<file path="config.mk">
export PLATFORM = sky130hd
export DESIGN_NAME = wakeup_address_config
export DESIGN_NICKNAME = d
export VERILOG_FILES = /design/src/rtl/wakeup_cfg_pkg.sv /design/src/rtl/strap_sync.sv /design/src/rtl/wakeup_address_config.sv
export SDC_FILE = /design/constraint.sdc
export NUM_CORES = 1
export LEC_CHECK = 0
export BUFFER_PORTS_ARGS = -buffer_cell sky130_fd_sc_hd__buf_2
export CORE_MARGIN = 4
export CORE_UTILIZATION = 59
export CTS_CLUSTER_DIAMETER = 150
export DETAILED_ROUTE_END_ITERATION = 10
export PLACE_DENSITY = 0.83
export SYNTH_ARGS = -nofsm -noshare
export SYNTH_HDL_FRONTEND = slang
export SYNTH_SLANG_ARGS = --single-unit
</file>
<file path="constraint.sdc">
create_clock -name clk -period 3.1 [get_ports clk]
set_input_delay 0.31 -clock clk [delete_from_list [all_inputs] [get_ports clk]]
set_output_delay 0.31 -clock clk [all_outputs]
set_load 0.01 [all_outputs]
</file>
<file path="src/rtl/wakeup_cfg_pkg.sv">
// package: strap layout, widths, timing counts and carrier structs for wake-up config
package wakeup_cfg_pkg;
   // =====================================================
   // widths and field positions
   localparam int WAKE_W        = 16;
   localparam int GROUP_W       = 8;
   localparam int ADDR20_W      = 20;
   localparam int ADDR24_W      = 24;
   localparam int SEG_SHIFT     = 4;
   localparam int PAGE_LSB      = 20;
   localparam int PAGE_W        = 4;
   localparam int PORT8_W       = 8;
   localparam int IRQ_LINES     = 8;
   localparam int IRQ_SEL_W     = 3;
   localparam logic [PAGE_W-1:0] PAGE_LOW  = 4'h0;
   localparam logic [PAGE_W-1:0] PAGE_HIGH = 4'hf;
   // =====================================================
   // synchroniser and settle timing
   localparam int SYNC_STAGES   = 3;
   localparam int CLK_HZ        = 20000000;
   localparam int SETTLE_NS     = 200;   // strap settle time after reset release
   localparam int SETTLE_CYC    = (SETTLE_NS * (CLK_HZ / 1000000) + 999) / 1000;
   localparam int CNT_W         = 4;
   // =====================================================
   // reset values
   localparam logic [WAKE_W-1:0] WAKE_RST = 16'h0000;
   // =====================================================
   // carriers
   typedef struct packed {
      logic [GROUP_W-1:0]   upperWakeupJumpers;
      logic [GROUP_W-1:0]   lowerWakeupJumpers;
      logic                 pageSelectJumper;
      logic                 portWidthJumper;
      logic                 busWidthJumper;
      logic [IRQ_SEL_W-1:0] interruptLevelStrap;
   } strap_t;
   localparam int STRAP_W = $bits(strap_t);

   typedef struct packed {
      logic [ADDR24_W-1:0]  wakeAddr;
      logic [WAKE_W-1:0]    portMatch;
      logic [WAKE_W-1:0]    portMask;
      logic                 port16;
      logic                 data16;
      logic [IRQ_SEL_W-1:0] irqSel;
   } config_t;

   typedef enum logic [1:0] {
      ST_WAIT   = 2'b00,
      ST_SAMPLE = 2'b01,
      ST_HOLD   = 2'b10
   } state_t;
endpackage

</file>
<file path="src/rtl/strap_sync.sv">
// module: three-stage strap synchroniser, change accepted when stages two and three agree
`timescale 1ns/1ps
`default_nettype none
module strap_sync
#(
   parameter int W = 1
)
(
   // clock and reset
   input  wire logic         clk,
   input  wire logic         rstn,
   input  wire logic         clkEn,
   // pins in, stable value out
   input  wire logic [W-1:0] pinIn,
   output var  logic [W-1:0] stableOut
);
   typedef struct packed {
      logic [W-1:0] s1;
      logic [W-1:0] s2;
      logic [W-1:0] s3;
      logic [W-1:0] stable;
   } sync_t;
   sync_t sync_reg;
   sync_t sync_next;

   // shift chain; first stage feeds only the second
   always_comb
   begin
      sync_next        = sync_reg;
      sync_next.s1     = pinIn;
      sync_next.s2     = sync_reg.s1;
      sync_next.s3     = sync_reg.s2;
      for (int i = 0; i < W; i++)
      begin
         if (sync_reg.s2[i] == sync_reg.s3[i])
            sync_next.stable[i] = sync_reg.s3[i];
      end
   end

   // registers
   always_ff @(posedge clk or negedge rstn)
   begin
      if (!rstn)
         sync_reg <= '0;
      else if (clkEn)
         sync_reg <= sync_next;
   end

   assign stableOut = sync_reg.stable;
endmodule // strap_sync
`default_nettype wire

</file>
<file path="src/rtl/wakeup_address_config.sv">
// module: decodes configuration straps into wake-up address, port, widths and interrupt line
`timescale 1ns/1ps
`default_nettype none
module wakeup_address_config
   import wakeup_cfg_pkg::*;
(
   // clock, reset and enable
   input  wire logic                                   clk,
   input  wire logic                                   rstn,
   input  wire logic                                   clkEn,
   // strap pins, high when a jumper is fitted
   input  wire wakeup_cfg_pkg::strap_t                 strapPins,
   // host I/O cycle observed on the system bus
   input  wire logic                                   ioWrite,
   input  wire logic [wakeup_cfg_pkg::WAKE_W-1:0]      ioPort,
   // internal interrupt request
   input  wire logic                                   irqReq,
   // decoded configuration
   output var  wakeup_cfg_pkg::config_t                cfgOut,
   output var  logic                                   cfgValid,
   // wake-up start and first fetch address
   output var  logic                                   wakeStart,
   output var  logic [wakeup_cfg_pkg::ADDR24_W-1:0]    fetchAddr,
   // data path and interrupt lines
   output var  logic                                   memXfer16,
   output var  logic [wakeup_cfg_pkg::IRQ_LINES-1:0]   irqLines
);
   import wakeup_cfg_pkg::*;

   // =====================================================
   // strap synchroniser
   strap_t strapSync;

   strap_sync #(.W(STRAP_W)) u_sync
   (
      .clk       (clk),
      .rstn      (rstn),
      .clkEn     (clkEn),
      .pinIn     (strapPins),
      .stableOut (strapSync)
   );

   // =====================================================
   // state
   typedef struct packed {
      state_t                st;
      logic [CNT_W-1:0]      cnt;
      config_t               cfg;
      logic                  valid;
      logic                  wake;
      logic [ADDR24_W-1:0]   fetch;
      logic                  x16;
      logic [IRQ_LINES-1:0]  irq;
   } core_t;
   core_t core_reg;
   core_t core_next;

   localparam logic [CNT_W-1:0] SETTLE_LAST = CNT_W'(SETTLE_CYC + SYNC_STAGES);

   logic [WAKE_W-1:0] wakeVal;
   logic              portHit;

   // wake-up value assembly, fitted jumper is one
   assign wakeVal = {strapSync.upperWakeupJumpers,
                     strapSync.lowerWakeupJumpers};

   // port compare under the held mask
   assign portHit = ((ioPort & core_reg.cfg.portMask)
                     == (core_reg.cfg.portMatch & core_reg.cfg.portMask));

   // sequencer and decode
   always_comb
   begin
      core_next      = core_reg;
      core_next.wake = 1'b0;
      case (core_reg.st)
         ST_WAIT:
         begin
            // count enabled edges while the synchroniser settles
            core_next.cnt = core_reg.cnt + CNT_W'(1);
            if (core_reg.cnt == SETTLE_LAST)
               core_next.st = ST_SAMPLE;
         end
         ST_SAMPLE:
         begin
            // single capture after reset release
            core_next.cfg.wakeAddr[ADDR20_W-1:0] = {wakeVal, 4'h0};
            core_next.cfg.wakeAddr[ADDR24_W-1:PAGE_LSB] =
               strapSync.pageSelectJumper ? PAGE_HIGH : PAGE_LOW;
            core_next.cfg.portMatch = wakeVal;
            core_next.cfg.port16    = strapSync.portWidthJumper;
            core_next.cfg.portMask  = strapSync.portWidthJumper ?
                                      16'hffff : 16'h00ff;
            core_next.cfg.data16    = strapSync.busWidthJumper;
            core_next.cfg.irqSel    = strapSync.interruptLevelStrap;
            core_next.valid         = 1'b1;
            core_next.st            = ST_HOLD;
         end
         ST_HOLD:
         begin
            // host wakes the controller with a port write
            if (ioWrite && portHit)
            begin
               core_next.wake  = 1'b1;
               core_next.fetch = core_reg.cfg.wakeAddr;
            end
         end
         default:
            core_next.st = ST_WAIT;
      endcase
      // width and interrupt outputs follow the held configuration
      core_next.x16 = core_reg.valid & core_reg.cfg.data16;
      core_next.irq = '0;
      if (core_reg.valid)
         core_next.irq[core_reg.cfg.irqSel] = irqReq;
   end

   // registers
   always_ff @(posedge clk or negedge rstn)
   begin
      if (!rstn)
      begin
         core_reg    <= '0;
         core_reg.st <= ST_WAIT;
      end
      else if (clkEn)
         core_reg <= core_next;
   end

   // outputs straight from the state register
   assign cfgOut    = core_reg.cfg;
   assign cfgValid  = core_reg.valid;
   assign wakeStart = core_reg.wake;
   assign fetchAddr = core_reg.fetch;
   assign memXfer16 = core_reg.x16;
   assign irqLines  = core_reg.irq;
endmodule // wakeup_address_config
`default_nettype wire

</file>
# After elaboration in Yosys (flattened, before gate mapping)
# Index checks and enable logic that the tools add are counted.
# W data, S select, Z words.
# totals
reg_bits	182
latchBits	0
ramBits	0
romBits	0
input_bits	43
output_inout_bits	96
wordCells	111
mem_count	0
# op_classes
addsub	1
multipliers	0
div	0
magnitude_cmp	2
n_eq_ne	27
n_shift	0
muxes	9
n_bitwise	5
n_reduce_logical	29
# ops
op	n
$mux W25	2
$reduce_and A2 Y1	24
$and A16 B16 Y16	2
$eq A1 B1 Y1	22
$eq A16 B16 Y1	1
$mux W16	1
$and A8 B8 Y8	1
$mux W8	1
$pmux W2 S3	1
$reduce_and A3 Y1	2
$add A4 B1 Y4 const B	1
$eq A4 B3 Y1 const B	1
$lt A3 B4 Y1 const B	1
$mux W4	1
$demux W1 S3	1
$ge A3 B1 Y1 const B	1
$eq A2 B1 Y1 const B	1
$eq A2 B2 Y1 const B	1
$logic_and A1 B1 Y1	2
$logic_not A2 Y1	1
$mux W2	1
$ne A2 B2 Y1 const B	1
$and A1 B1 Y1	1
$mux W1	1
$not A1 Y1	1

# Longest topological paths before layout
# depth
word_depth	6
depth_mapped	6
ltp_nobuf	5

# By module
# From an unflattened synthesis, not the netlist that was laid out.
# hier_totals
cells_unflattened	519
area_unflattened_um2	6769.0
# by_module_without_submodules
mod	n_inst	cells_each	area_each_um2	seq_area_each_um2
strap_sync	1	258	3688.5	2202.1
wakeup_address_config	1	261	3080.5	1401.3

# Worst setup path after synthesis
# No wires, ideal clock.
# synth_timing
path_kind	reg-to-reg
from	register core_reg (netlist bit cfgOut[30])
to	register core_reg (netlist bit fetchAddr[12])
setup_ps	125
arrival_ps	1436
t_required_ps	2975
slack_ps	1539
stages_incl_launch_ff	7
n_path_buf	1
synth_period_minus_slack_ps	1561
path_cell_list	dfrtp_1 xnor2_1 nand4_1 o21ai_2 nand3_4 buf_6 mux2_4
# synth_between
elab_chain_cells	4
# synth_lines
element	line_no	rtl
start: declaration	wakeup_address_config.sv:55	core_t core_reg;
start signal: assignment	wakeup_address_config.sv:127	core_reg <= core_next;
$and A16 B16 Y16	wakeup_address_config.sv:69	== (core_reg.cfg.portMatch & core_reg.cfg.portMask));
$eq A16 B16 Y1	wakeup_address_config.sv:69	
$logic_and A1 B1 Y1	wakeup_address_config.sv:102	if (ioWrite && portHit)
$reduce_and A3 Y1 (no source line)	-	
# No other way between the ends.
# A chain may end at the register's enable or synchronous reset.

# Worst setup path in the final report
# layout_timing
from	register core_reg (netlist bit cfgOut[34])
to	register core_reg (netlist bit fetchAddr[15])
# Same word-level chain as after synthesis.

==> summary.txt <==
Outcome
  • Run status: complete, no violations

Yosys
  • Post-synth top area share: 55.36%
  • Compound-Gate Fraction of Synth Area: under 10%
  • Main synth FF type: dfrtp_1
  • Syn avg cell area: roughly 13 sq um
  • Synth Area in XOR/XNOR: 2.557%
  • Adder-cell share of the synthesized area: less than 1%
  • Area leader, netlist: dfrtp_1
  • Library cells used by synthesis: 29
  • Mux contribution to synthesized area: between 10% and 20%
  • Synth Cell Area: around 6500 sq um
  • Top cells by area, synth: dfrtp_1 55%, mux2_2 17%, buf_4 11%
  • Main combinational cell family by area after synthesis: multiplexers
  • Post-synth EDFFs: 0
  • Synth warnings: 0
  • Simple-gate share of the synthesized area: under 10%
  • FF+latch count, synth: 144
  • Share of the yosys chip area belonging to registers: between 50% and 60%
  • FFs w/ async S/R, synth: between 90% and 100%
  • Cells after Synth: 515

Routing
  • Overall via count from detail_route: ~3700
  • Final WL: between 10000 and 15000 um
  • Number of nets with antenna violations after routing: 0
  • Iter 0 DRT Violations: approximately 240
  • Pre-Repair DR Iteration Count: 4
  • Residual DRC: 0
  • Vias per cell: 5.192
  • Post-DR wirelength/cell: 16.22 um

STA
  • Slew margin rel.: approximately half
  • WHS: about 29 ps
  • Setup_tns: 0 ps
  • Actual slew at the worst max-slew pin: approximately 760 ps
  • Final Cycle Share: a little under 60%
  • Slew Limit Fails: 0
  • Clock Skews: 6.236 ps
  • RSZ-0062 raised after global routing: no
  • Max Clk Rate: 0.5595 GHz
  • Final setup fails: 0
  • Minimum clock period: 1787 ps
  • Fin. Hold Viols: 0

Worst setup path
  • Startpoint types: flip-flop
  • Crit path cell chain: xnor2_1, nand4_1, o21ai_2, nand3_4, mux2_4
  • Worst path max stage delay: 430 ps
  • Critical Path Sink: fetchAddr[15]
  • Crit. End Element: flip-flop
  • Worst Setup SP: cfgOut[34]
  • Worst R2R End: fetchAddr[15]
  • Reg2reg path depth: 5
  • Slowest stage cell, crit path: dfrtp_1
  • Top fanout value on the critical path: 18
  • Req. time, crit path: around 3500 ps
  • Crit Path Category: reg2reg
  • R2R Path Start: cfgOut[34]
  • Critical path data arrival time: about 2200 ps
  • Reg2reg setup slack: between 1000 and 1500 ps

Global route
  • Vias in the first global route: around 3800
  • First-pass GRT wire length: just under 20000 um
  • Largest net degree at the start of global routing: between 100 and 150
  • Total GRT Usage: a little under a fifth
  • GRT Residual Overflow: 0
  • Initial antenna violation count: 0

Placement
  • Final GP Congestion: around 0.82
  • DP Wirelength: a little under 8000 um
  • Port Buffers: 130
  • Area post-placement: between 6000 and 7000 sq um

Layout
  • Antenna cells: 0
  • Max FFs per register: 44
  • Fill cells: ~750
  • P&R area growth vs syn: 11.84%
  • Fin area: ~7300 sq um
  • Fraction of layout cells with a size suffix above 1: ~48%
  • Final #Nets: just over 600

Floorplan
  • Core area: roughly 11000 sq um
  • Die height: about 110 um
  • Io pins: 139
  • Horiz. Die Dim: between 100 and 150 um
  • Initial core utilization: 60.04%
  • Full die area: 12780 sq um
  • Row count: 38

Clock network
  • H-tree depth: 4
  • Num CTS Buffers: 17
  • Clock Sinks: approximately 140
  • Post-CTS Setup Inserts: 0
  • Cts repair resizes: 0
  • CTS Buffer Depth: 2
  • Clock transition at path regs: 60 ps
  • Clock latency at the later pin of the worst-skew pair: between 500 and 600 ps
  • CTS Root Cell: clkbuf_8
  • # hold bufs at CTS: 1
  • TritonCTS clock tree: done

Min path
  • HP Class: in2reg
  • Hold Crit Depth: 2

Power and ir drop
  • Pleak: ~3.6 nW
  • Power per cell area: roughly 900 nW/um^2
  • Worst IR drop on VDD: approximately 390 uV

Run
  • Max-cap violations: 0
==> cells in the final DEF, fill, tap and decap left out <==
| cell | n |
|---|---|
| buf_12 | 1 |
| ha_1 | 1 |
| nand4b_1 | 2 |
| buf_2 | 128 |
| and2b_1 | 1 |
| nor2_1 | 23 |
| clkbuf_8 | 3 |
| nand3_4 | 1 |
| clkinv_4 | 3 |
| clkinv_2 | 2 |
| buf_6 | 1 |
| o21ai_2 | 2 |
| nand4_1 | 6 |
| nor2b_1 | 1 |
| nand2b_1 | 25 |
| buf_4 | 5 |
| o22ai_1 | 6 |
| a21oi_1 | 44 |
| mux2_4 | 9 |
| nand3_1 | 1 |
| mux2i_1 | 1 |
| xor2_1 | 2 |
| o21ai_0 | 2 |
| clkbuf_16 | 16 |
| mux2_2 | 97 |
| dfrtp_1 | 144 |
| conb_1 | 8 |
| clkinvlp_4 | 4 |
| xnor2_1 | 17 |
| bufinv_16 | 4 |
| dlygate4sd3_1 | 1 |
| inv_1 | 10 |
| nand2_1 | 6 |
| o32ai_1 | 2 |
| and4b_1 | 1 |
==> worst min-delay path by stage <==
stage	startpoint	end
floorplan	rstn	cfgOut[0]
global placement	rstn	irqLines[6]
detailed placement	rstn	irqLines[7]
CTS	strapPins[14]	u_sync.sync_next[58]
global route	strapPins[16]	u_sync.sync_next[60]
finish	strapPins[14]	u_sync.sync_next[58]
==> layer usage <==
metal	up-vias	global-route usage, %	share of wire [%]
met3	15	4.920	5.3
met5	-	0	0
met2	116	30.69	49
met1	1844	25.37	44
met4	0	6.490	1.3
li1	1763	-	-
==> critical path: cells and delay by family, from the launching register on <==
kind,cells,cell delay [ps]
mux,1,400
compound gates,1,210
flops,1,430
xor+xnor,1,200
simple gates,2,430
==> cell families (layout without fill, tap and decap cells) <==
| family | Yosys count | count (layout) |
|---|---|---|
| DFF | 144 | 144 |
| buffers and inverters | 120 | 178 |
| muxes | 107 | 107 |
| and+or+nand+nor | 67 | 67 |
| AOI/OAI and AO/OA | 56 | 56 |
| xor gates and xnor gates | 19 | 19 |
| adders and majority gates | 1 | 1 |
| other | 1 | 8 |
==> synthesized netlist by cell type, drive strengths merged (2+ instances only) <==
master	count
a21oi	44
buf	108
clkbuf	2
dfrtp	144
inv	10
mux2	106
nand2	6
nand2b	25
nand3	2
nand4	6
nand4b	2
nor2	23
o21ai	4
o22ai	6
o32ai	2
xnor2	17
xor2	2
==> report_power, final <==
part           internal (mW)  leakage (nW)  total, mW  switching, mW
logic                  0.829          1.46       1.59          0.758
clock network           1.35         0.296       2.10          0.755
registers               2.35          1.81       2.84          0.489
==> stage by stage <==
step / total power [mW] / std cells / utilization, % / setup WS [ps]
after floorplan: 4.298 / 522 / - / 1539
after global placement: 4.351 / 687 / 61.27 / 1323
after detailed placement: 4.460 / 687 / 61.27 / 1282
after CTS: 6.600 / 720 / 67.15 / 1262
after global routing: 6.887 / 720 / 67.15 / 1204
final: 6.528 / 720 / 67.15 / 1313
==> area by class of cell <==
cell class	instances	area, sq um	area share [%]
clock buffers	19	441.7	6.067
clock inverters	13	186.4	2.561
inverters	10	37.54	0.5156
multi-input cells	258	2116	29.06
flip-flops and latches	144	3603	49.50
well taps	140	175.2	2.406
repair buffers	136	719.4	9.883
Power figures use the tool's default switching activity.
